`src/verilog/rtm_pkg.sv`:
```
package rtm_pkg;
  localparam int WORD_W = 16;
  localparam int ADDR_W = 13;
  localparam int MC_W = 5;
  localparam logic [12:0] OFS_MIW = 13'h0000;
  localparam logic [12:0] OFS_TT = 13'h0001;
  localparam logic [12:0] OFS_DATA = 13'h0002;
  localparam logic [12:0] ADDR_RESET = 13'h0000;
  localparam logic [15:0] WORD_RESET = 16'h0000;
  localparam int MIW_GAP_BIT = 13;
  localparam int MIW_WCNT_BIT = 12;
  localparam int MIW_MSGERR_BIT = 10;
  localparam int MIW_BUSY_BIT = 9;
  localparam int MIW_ILL_BIT = 8;
  localparam int MIW_BUS_BIT = 5;
  localparam int MIW_MC_MSB = 4;
  localparam int CMD_TR_BIT = 10;
  localparam int CMD_SA_MSB = 9;
  localparam int CMD_SA_LSB = 5;
  localparam int MC_DATA_BIT = 4;
  localparam logic [4:0] SA_MODE_LO = 5'h00;
  localparam logic [4:0] SA_MODE_HI = 5'h1f;
  localparam logic [4:0] MC_LAST_CMD = 5'h12;
  localparam logic [4:0] MC_BIT_WORD = 5'h13;
  localparam logic [4:0] MC_UNDEF_A = 5'h11;
  localparam logic [4:0] MC_UNDEF_B = 5'h14;
  localparam logic [4:0] MC_UNDEF_C = 5'h15;
  localparam int SYNC_STAGES = 2;
  typedef enum logic [3:0] {
    S_IDLE, S_RDREQ, S_RDWAIT, S_TX, S_WAIT_DONE,
    S_BUILD, S_WR_MIW, S_WR_TT, S_WR_DATA
  } rtm_state_t;
endpackage

```
`src/verilog/rtm_miw_build.sv`:
```
`timescale 1ns/100ps
module rtm_miw_build (
  input wire logic clk,
  input wire logic reset,
  input wire logic ce,
  input wire logic load,
  input wire logic gap_err,
  input wire logic broadcast,
  input wire logic gap_means_broadcast,
  input wire logic word_count_error,
  input wire logic replied_busy_flag,
  input wire logic illegal_command_flag,
  input wire logic bus_select_flag,
  input wire logic [rtm_pkg::MC_W-1:0] mode_code_field,
  output logic [rtm_pkg::WORD_W-1:0] miw
);
  import rtm_pkg::*;
  logic [WORD_W-1:0] miw_ff;
  logic [WORD_W-1:0] nxt_miw;
  logic gap_or_broadcast_flag;
  logic message_error_summary;

  always_comb begin
    gap_or_broadcast_flag = gap_means_broadcast ? broadcast
      : gap_err;
    message_error_summary = word_count_error
      | (gap_err & ~gap_means_broadcast);
    nxt_miw = miw_ff;
    if (load) begin
      nxt_miw = WORD_RESET;
      nxt_miw[MIW_GAP_BIT] = gap_or_broadcast_flag;
      nxt_miw[MIW_WCNT_BIT] = word_count_error;
      nxt_miw[MIW_MSGERR_BIT] = message_error_summary;
      nxt_miw[MIW_BUSY_BIT] = replied_busy_flag;
      nxt_miw[MIW_ILL_BIT] = illegal_command_flag;
      nxt_miw[MIW_BUS_BIT] = bus_select_flag;
      nxt_miw[MIW_MC_MSB:0] = mode_code_field;
    end
  end

  always_ff @(posedge clk) begin
    if (reset) begin
      miw_ff <= WORD_RESET;
    end else if (ce) begin
      miw_ff <= nxt_miw;
    end
  end

  assign miw = miw_ff;
endmodule

```
`src/verilog/rtm_record.sv`:
```
// What this block does
// - Each transmit mode record: info word, time tag, optional data word.
// - Codes 0x12 and 0x13 send an internal word, then store it.
// - Info word at pointer, time tag at pointer plus one, data plus two.
// - Info word and time tag are written only after message completion.
// - Data word is read from the record and sent; internal codes write it.
// - Codes 0x11, 0x14, 0x15 answer normally unless illegal or invalidated.
// - Codes 0x00 to 0x0F store only info word and time tag.
// - With option bit clear, bit 13 flags bus activity where a gap was due.
// - In its other meaning, bit 13 flags a broadcast command.
// - Bit 12 flags unexpected data words with a transmit mode command.
// - Bit 10 summarises the errors of bits 12 and 13.
// - Bit 9 flags a busy reply; no data word is then sent.
// - Bit 8 copies the illegalization table bit of the command.
// - Bit 5 is zero for bus A and one for bus B.
// - Bits 4 to 0 hold the mode code of the command word.
`timescale 1ns/100ps
module rtm_record (
  input wire logic clk,
  input wire logic reset,
  input wire logic ce,
  input wire logic cmd_valid,
  input wire logic [rtm_pkg::WORD_W-1:0] cmd_word,
  input wire logic cmd_broadcast,
  input wire logic cmd_bus_b,
  input wire logic [rtm_pkg::ADDR_W-1:0] data_ptr,
  input wire logic global_busy,
  input wire logic per_command_busy,
  input wire logic illegal_bit,
  input wire logic undefined_mode_code_invalidate,
  input wire logic gap_means_broadcast,
  input wire logic bus_activity_pin,
  input wire logic response_start,
  input wire logic extra_word,
  input wire logic msg_done,
  input wire logic [rtm_pkg::WORD_W-1:0] last_command,
  input wire logic [rtm_pkg::WORD_W-1:0] bit_word,
  input wire logic [rtm_pkg::WORD_W-1:0] time_tag,
  input wire logic tx_ready,
  input wire logic [rtm_pkg::WORD_W-1:0] ram_rdata,
  output logic tx_valid,
  output logic [rtm_pkg::WORD_W-1:0] tx_data,
  output logic ram_re,
  output logic ram_we,
  output logic [rtm_pkg::ADDR_W-1:0] ram_addr,
  output logic [rtm_pkg::WORD_W-1:0] ram_wdata,
  output logic active,
  output logic record_done
);
  import rtm_pkg::*;
  rtm_state_t st_ff, nxt_st;
  logic [ADDR_W-1:0] ptr_ff, nxt_ptr;
  logic [MC_W-1:0] mc_ff, nxt_mc;
  logic bcast_ff, nxt_bcast;
  logic bus_b_ff, nxt_bus_b;
  logic busy_ff, nxt_busy;
  logic ill_ff, nxt_ill;
  logic gmb_ff, nxt_gmb;
  logic internal_ff, nxt_internal;
  logic sent_ff, nxt_sent;
  logic gap_win_ff, nxt_gap_win;
  logic gap_err_ff, nxt_gap_err;
  logic wc_err_ff, nxt_wc_err;
  logic [WORD_W-1:0] tt_ff, nxt_tt;
  logic [WORD_W-1:0] tx_data_ff, nxt_tx_data;
  logic [ADDR_W-1:0] addr_ff, nxt_addr;
  logic [WORD_W-1:0] wdata_ff, nxt_wdata;
  logic activity;
  logic is_tx_mode;
  logic accept;
  logic undefined_code;
  logic has_data;
  logic send_data;
  logic build_load;
  logic [WORD_W-1:0] miw;

  rtm_sync u_sync (
    .clk(clk),
    .reset(reset),
    .ce(ce),
    .async_in(bus_activity_pin),
    .sync_out(activity)
  );

  rtm_miw_build u_build (
    .clk(clk),
    .reset(reset),
    .ce(ce),
    .load(build_load),
    .gap_err(gap_err_ff),
    .broadcast(bcast_ff),
    .gap_means_broadcast(gmb_ff),
    .word_count_error(wc_err_ff),
    .replied_busy_flag(busy_ff),
    .illegal_command_flag(ill_ff),
    .bus_select_flag(bus_b_ff),
    .mode_code_field(mc_ff),
    .miw(miw)
  );

  always_comb begin
    is_tx_mode = cmd_word[CMD_TR_BIT]
      & ((cmd_word[CMD_SA_MSB:CMD_SA_LSB] == SA_MODE_LO)
      | (cmd_word[CMD_SA_MSB:CMD_SA_LSB] == SA_MODE_HI));
    accept = (st_ff == S_IDLE) & cmd_valid & is_tx_mode;
    undefined_code = (cmd_word[MIW_MC_MSB:0] == MC_UNDEF_A)
      | (cmd_word[MIW_MC_MSB:0] == MC_UNDEF_B)
      | (cmd_word[MIW_MC_MSB:0] == MC_UNDEF_C);
    has_data = cmd_word[MC_DATA_BIT];
    // Data goes out only for an in-form, non-busy, legal data code.
    send_data = has_data & ~global_busy & ~per_command_busy
      & ~illegal_bit
      & ~(undefined_code & undefined_mode_code_invalidate);
    build_load = msg_done & ((st_ff == S_TX) | (st_ff == S_WAIT_DONE));
    nxt_st = st_ff;
    nxt_ptr = ptr_ff;
    nxt_mc = mc_ff;
    nxt_bcast = bcast_ff;
    nxt_bus_b = bus_b_ff;
    nxt_busy = busy_ff;
    nxt_ill = ill_ff;
    nxt_gmb = gmb_ff;
    nxt_internal = internal_ff;
    nxt_sent = sent_ff;
    nxt_tt = tt_ff;
    nxt_tx_data = tx_data_ff;
    nxt_addr = addr_ff;
    nxt_wdata = wdata_ff;
    nxt_gap_win = (gap_win_ff & ~response_start) | accept;
    nxt_gap_err = (accept ? 1'b0 : gap_err_ff)
      | (gap_win_ff & activity);
    nxt_wc_err = (accept ? 1'b0 : wc_err_ff)
      | ((st_ff != S_IDLE) & extra_word);
    case (st_ff)
      S_IDLE: begin
        if (accept) begin
          nxt_ptr = data_ptr;
          nxt_mc = cmd_word[MIW_MC_MSB:0];
          nxt_bcast = cmd_broadcast;
          nxt_bus_b = cmd_bus_b;
          nxt_busy = global_busy | per_command_busy;
          nxt_ill = illegal_bit;
          nxt_gmb = gap_means_broadcast;
          nxt_sent = 1'b0;
          nxt_internal = (cmd_word[MIW_MC_MSB:0] == MC_LAST_CMD)
            | (cmd_word[MIW_MC_MSB:0] == MC_BIT_WORD);
          if (!send_data) begin
            nxt_st = S_WAIT_DONE;
          end else if (nxt_internal) begin
            nxt_tx_data = (cmd_word[MIW_MC_MSB:0] == MC_LAST_CMD) ?
              last_command : bit_word;
            nxt_st = S_TX;
          end else begin
            nxt_addr = data_ptr + OFS_DATA;
            nxt_st = S_RDREQ;
          end
        end
      end
      S_RDREQ: begin
        nxt_st = S_RDWAIT;
      end
      S_RDWAIT: begin
        nxt_tx_data = ram_rdata;
        nxt_st = S_TX;
      end
      S_TX: begin
        if (msg_done) begin
          nxt_st = S_BUILD;
          nxt_tt = time_tag;
        end else if (tx_ready) begin
          nxt_sent = 1'b1;
          nxt_st = S_WAIT_DONE;
        end
      end
      S_WAIT_DONE: begin
        if (msg_done) begin
          nxt_tt = time_tag;
          nxt_st = S_BUILD;
        end
      end
      S_BUILD: begin
        nxt_addr = ptr_ff + OFS_MIW;
        nxt_wdata = miw;
        nxt_st = S_WR_MIW;
      end
      S_WR_MIW: begin
        nxt_addr = ptr_ff + OFS_TT;
        nxt_wdata = tt_ff;
        nxt_st = S_WR_TT;
      end
      S_WR_TT: begin
        if (internal_ff && sent_ff) begin
          nxt_addr = ptr_ff + OFS_DATA;
          nxt_wdata = tx_data_ff;
          nxt_st = S_WR_DATA;
        end else begin
          nxt_st = S_IDLE;
        end
      end
      S_WR_DATA: begin
        nxt_st = S_IDLE;
      end
      default: begin
        nxt_st = S_IDLE;
      end
    endcase
  end

  always_ff @(posedge clk) begin
    if (reset) begin
      st_ff <= S_IDLE;
      ptr_ff <= ADDR_RESET;
      mc_ff <= '0;
      bcast_ff <= 1'b0;
      bus_b_ff <= 1'b0;
      busy_ff <= 1'b0;
      ill_ff <= 1'b0;
      gmb_ff <= 1'b0;
      internal_ff <= 1'b0;
      sent_ff <= 1'b0;
      gap_win_ff <= 1'b0;
      gap_err_ff <= 1'b0;
      wc_err_ff <= 1'b0;
      tt_ff <= WORD_RESET;
      tx_data_ff <= WORD_RESET;
      addr_ff <= ADDR_RESET;
      wdata_ff <= WORD_RESET;
    end else if (ce) begin
      st_ff <= nxt_st;
      ptr_ff <= nxt_ptr;
      mc_ff <= nxt_mc;
      bcast_ff <= nxt_bcast;
      bus_b_ff <= nxt_bus_b;
      busy_ff <= nxt_busy;
      ill_ff <= nxt_ill;
      gmb_ff <= nxt_gmb;
      internal_ff <= nxt_internal;
      sent_ff <= nxt_sent;
      gap_win_ff <= nxt_gap_win;
      gap_err_ff <= nxt_gap_err;
      wc_err_ff <= nxt_wc_err;
      tt_ff <= nxt_tt;
      tx_data_ff <= nxt_tx_data;
      addr_ff <= nxt_addr;
      wdata_ff <= nxt_wdata;
    end
  end

  assign tx_valid = (st_ff == S_TX);
  assign tx_data = tx_data_ff;
  assign ram_re = (st_ff == S_RDREQ);
  assign ram_we = (st_ff == S_WR_MIW) | (st_ff == S_WR_TT)
    | (st_ff == S_WR_DATA);
  assign ram_addr = addr_ff;
  assign ram_wdata = wdata_ff;
  assign active = (st_ff != S_IDLE);
  assign record_done = ce & (((st_ff == S_WR_TT) & ~(internal_ff & sent_ff))
    | (st_ff == S_WR_DATA));
endmodule

```
`src/verilog/rtm_sync.sv`:
```
`timescale 1ns/100ps
module rtm_sync (
  input wire logic clk,
  input wire logic reset,
  input wire logic ce,
  input wire logic async_in,
  output logic sync_out
);
  import rtm_pkg::*;
  logic [SYNC_STAGES-1:0] stage_ff;
  logic [SYNC_STAGES-1:0] nxt_stage;

  // Only the last stage is visible; the first is read by the second alone.
  always_comb begin
    nxt_stage = {stage_ff[SYNC_STAGES-2:0], async_in};
  end

  always_ff @(posedge clk) begin
    if (reset) begin
      stage_ff <= '0;
    end else if (ce) begin
      stage_ff <= nxt_stage;
    end
  end

  assign sync_out = stage_ff[SYNC_STAGES-1];
endmodule
```
`config.mk`:
```
export PLATFORM = sky130hd
export DESIGN_NAME = rtm_record
export DESIGN_NICKNAME = d
export VERILOG_FILES = /design/src/verilog/rtm_pkg.sv /design/src/verilog/rtm_miw_build.sv /design/src/verilog/rtm_record.sv /design/src/verilog/rtm_sync.sv
export SDC_FILE = /design/constraint.sdc
export NUM_CORES = 1
export LEC_CHECK = 0
export BUFFER_PORTS_ARGS = -buffer_cell sky130_fd_sc_hd__buf_4
export CAP_MARGIN = 5
export CORE_MARGIN = 8
export CORE_UTILIZATION = 59
export CTS_BUF_LIST = sky130_fd_sc_hd__clkbuf_8
export CTS_CLUSTER_DIAMETER = 100
export CTS_CLUSTER_SIZE = 40
export DETAILED_ROUTE_END_ITERATION = 8
export GPL_ROUTABILITY_DRIVEN = 0
export MAX_ROUTING_LAYER = met4
export PLACE_DENSITY = 0.89
export SLEW_MARGIN = 20
export SYNTH_ARGS = -nofsm -noshare
export SYNTH_HDL_FRONTEND = slang
export SYNTH_SLANG_ARGS = --single-unit
```
`constraint.sdc`:
```
create_clock -name clk -period 6.95 [get_ports clk]
set_input_delay 1.39 -clock clk [delete_from_list [all_inputs] [get_ports clk]]
set_output_delay 1.39 -clock clk [all_outputs]
set_load 0.01 [all_outputs]
```
After elaboration in Yosys (flattened, before gate mapping)
Index checks and enable logic that the tools add are counted.
Widths: inputs -> output; s select.

storage, ports and cells
  register bits after elaboration = 106
  input port bits = 109
  word-level logic and storage cells = 125

cells by class
  add/sub/neg operators = 3
  equality and inequality tests = 23
  mux-type cells = 27
  bitwise logic cells = 36
  reduce and logical (&&, ||, !) cells = 17

operators with widths
  operator               count
  $mux 16                5
  $mux 13                4
  $pmux 13 s4            1
  $pmux 16 s3            1
  $pmux 16 s2            1
  $pmux 4 s8             1
  $eq 5x5->1 const B     6
  $add 13x2->13 const B  2
  $mux 4                 5
  $and 1x1->1            16
  $eq 4x3->1 const B     4
  $ne 2x2->1 const B     7
  $add 13x1->13 const B  1
  $or 1x1->1             13
  $reduce_and 5->1       2
  $reduce_and 3->1       3
  $eq 4x2->1 const B     2
  $reduce_bool 4->1      2
  $not 1->1              7
  $mux 1                 6
  $reduce_and 6->1       1
  $logic_not 5->1        1
  $eq 4x1->1 const B     1
  $eq 4x4->1 const B     1
  12 further kinds       13

Longest topological paths before layout
  depth after elaboration = 9
  mapped depth = 12
  gate-level depth less buffers = 9

By module
A second synthesis with hierarchy kept.

unflattened totals
  cell total of the unflattened synthesis = 716
  area, all modules = 5803.1 µm²

by module, submodules not included
  module         times used  cells an instance  area each (µm²)  sequential area each (µm²)
  rtm_record     1           653                5176.2           1861.8
  rtm_miw_build  1           57                 559.3            220.2
  rtm_sync       1           6                  67.6             40.0

Worst setup path before layout
Ideal clock, no wire load.

  path type = input to output
  start point = input ce
  end point = output record_done
  arrival time = 1.850 ns
  data required time = 5.560 ns
  path slack = 3.710 ns
  stages on the path = 3
  buffers on the path = 1
  path through = buf_2 > inv_1 > a21oi_1

between the ends
  cells in the longest elaborated chain, start to end = 1

ends and longest elaborated chain
  item             line               RTL
  start, declared  rtm_record.sv:21   input wire logic ce,
  $and 1x1->1      rtm_record.sv:257  assign record_done = ce & (((st_ff == S_WR_TT) & ~(internal_ff & sent_ff))
  end, declared    rtm_record.sv:48   output logic record_done

Every way passes these cells.

Worst setup path after layout
  start point = register st_ff[0]
  end point = output record_done

between the ends
  cells in the longest elaborated chain, start to end = 4

ends and longest elaborated chain
  item                    line               RTL
  start, declared         rtm_record.sv:51   rtm_state_t st_ff, nxt_st;
  start signal, assigned  rtm_record.sv:229  st_ff <= nxt_st;
  $eq 4x3->1              rtm_record.sv:257
  $and 1x1->1             rtm_record.sv:257
  $or 1x1->1 (*)          rtm_record.sv:258  | (st_ff == S_WR_DATA));
  $and 1x1->1 (*)         rtm_record.sv:257

Mark *: on every way between the ends. The rest lies on a longest branch, timed or not.

==> reports/results.ini <==
[floorplan]
die_area_um2 = 13100
core-area_um2 = 9590
die_h_um = 114
num_rows = 36
num_io_pins = 159
die_x_um = 114
initial_core_util = 0.595

[timing]
setup_slack_ns = 2.84
fmax_mhz = 243
post-route-min-period_ns = 4.11
maxSlewHeadroom = 0.225
worst_slew_pin_slew_ns = 1.16
fin_skew_ns = 0.00962
fin_crit_sh = 0.591
rsz0062_at_grt = false
finalMaxSlewViolations = 0
setup_violations = 0
setup_tns_ns = 0
finalHoldViolCount = 0

[setup_path]
path_class = reg2out
worst_setup_path_start_kind = register
cp.arrival_ns = 2.72
end_kind = primary output
cp.required_ns = 5.56
cp_max_fo = 27

[detailed_routing]
vias = 6151
drtPass1Iterations = 6
wl_per_cell_um = 17.7
drt-total-wl_mm = 17.6
detail-route-antenna-nets = 0
avgViaCountPerCell = 6.20
drt-initial-drc-count = 747
drc = 0

[clocking]
clk_latency_ns = 0.37
cts_tree = done
clock-sinks = 106
clockBufferDepth = 2
htree_levels = 3
clk_pin_slew_worst_paths_ns = 0.10
root_buffer = clkbuf_8
ctsHoldBuffers = 0
cts_setup_buffers = 0
postCtsResizedCells = 0
cts_buffers = 9

[logic_synthesis]
yosysSeqAreaShare = 0.372
ys_types = 65
synth_edf_count = 0
ys_ff_latch = 106
ys.flop_type = dfxtp_1
syn_area_per_cell_um2 = 7.65
synthCells = 746
async_flop_share = 0
synth_fp_nets = 857
yosysWarningCount = 0
synth_area_um2 = 5710

[grt]
grt_usage = 0.270
grt_max_degree = 108
grt_overflow = 0
antenna_found_initial = 0
grt_pass1_vias = 5779
grt_pass1_wl_mm = 28.0

[final_layout]
final_common_cell = buf_4
syn_to_final_growth_pct = 22.3
final_nets = 965
final_cell_mix = buf_4, nand2_1, dfxtp_1
drive_above_1_share = 0.218
n_antenna_cell = 0

[pwr]
peakVddDrop_uv = 108
p_per_area_nw_per_um2 = 156
power_leakage_uw = 0.00257

[placed_design]
hpwl_mm = 12.8
numPortBuffers = 153
dp_slack_ns = 3.27

[outcome]
status = finished, final reports clean

[hold_path]
holdCritPathClass = reg2reg

[flow_run]
cap_viol_max_count = 0

## synth_stat cells (all sizes together), types with 7 or more instances
master | instances | area, µm²
nand3 | 22 | 110
nor2 | 47 | 179
xnor2 | 8 | 70.1
nor4 | 7 | 58.8
nand4 | 8 | 56.3
nor3 | 18 | 95.1
inv | 9 | 33.8
o211ai | 18 | 135
dfxtp | 106 | 2120
a311oi | 9 | 85.1
o21ai | 23 | 115
clkbuf | 46 | 173
buf | 17 | 119
nand2 | 159 | 597
and4 | 7 | 61.3
a21oi | 105 | 526
or3 | 12 | 75.1
mux2i | 34 | 340
a221oi | 8 | 76.3
a211o | 16 | 140
## metal layers
| metal | up-vias | share of wire | global-route usage |
|---|---|---|---|
| li1 | 2896 | - | - |
| met1 | 2800 | 0.41 | 0.337 |
| met2 | 386 | 0.45 | 0.418 |
| met3 | 69 | 0.11 | 0.0543 |
| met4 | 0 | 0.032 | 0.112 |
| met5 | - | 0 | - |
## metrics by stage
step | hold WS [ns] | instance area [µm²] | power [µW] | util | instances
floorplan | 0.432 | 5710 | 662 | - | 746
global placement | 0.441 | 6790 | 717 | 0.707 | 976
detailed placement | 0.443 | 6790 | 720 | 0.707 | 976
CTS | 0.459 | 6980 | 1090 | 0.728 | 992
global route | 0.479 | 6990 | 1130 | 0.728 | 992
finish | 0.459 | 6990 | 1090 | 0.728 | 992
## area by class of cell
type	count	area, µm²
well taps	133	166
inverters	9	33.8
repair buffers	160	1200
multi-input cells	568	3260
clock inverters	4	32.5
clock buffers	12	165
flip-flops and latches	106	2120
fillers	753	2610
## power breakdown
part | switching (µW) | internal (µW)
Combinational | 44.1 | 52.4
Sequential | 2.29 | 609
Clock | 218 | 164
Total | 264 | 825
## cells by family after synthesis
| kind of cell | share of synthesized area |
|---|---|
| buffers and inverters | 0.0570 |
| XOR/XNOR | 0.0169 |
| AO/OA/AOI/OAI | 0.234 |
| adder cells (fa/ha/maj) | 0.00438 |
| flip-flops | 0.372 |
| AND/OR/NAND/NOR | 0.255 |
| multiplexers | 0.0616 |
## state kept, by name, indices dropped and copies added (netlist names), 2 cells and up
name	flops
ram_wdata	16
tt_ff	16
tx_data	16
ptr_ff	13
ram_addr	13
u_build.miw	11
mc_ff	5
st_ff	4
u_sync.stage_ff	2
## final timing paths
check / start / to / slack [ns] / cells past startpoint
worst max-delay path: st_ff[0]$_SDFFE_PP0P_ / record_done / 2.84 / 5
worst min-delay path: tt_ff[7]$_SDFFE_PP0P_ / tt_ff[7]$_SDFFE_PP0P_ / 0.46 / 2
worst max register to register: st_ff[0]$_SDFFE_PP0P_ / ram_addr[11]$_SDFFE_PP0P_ / 3.25 / 10
worst min register to register: tt_ff[7]$_SDFFE_PP0P_ / tt_ff[7]$_SDFFE_PP0P_ / 0.46 / 2
## worst max-delay path, cell delays in order, from the launching register on
cell and delay, ns:
dfxtp_1 0.79, buf_4 0.42, and4b_1 0.68, nand2_1 0.11, a21oi_1 0.19, buf_4 0.14
No activity file was read; power rests on OpenSTA's default activity.
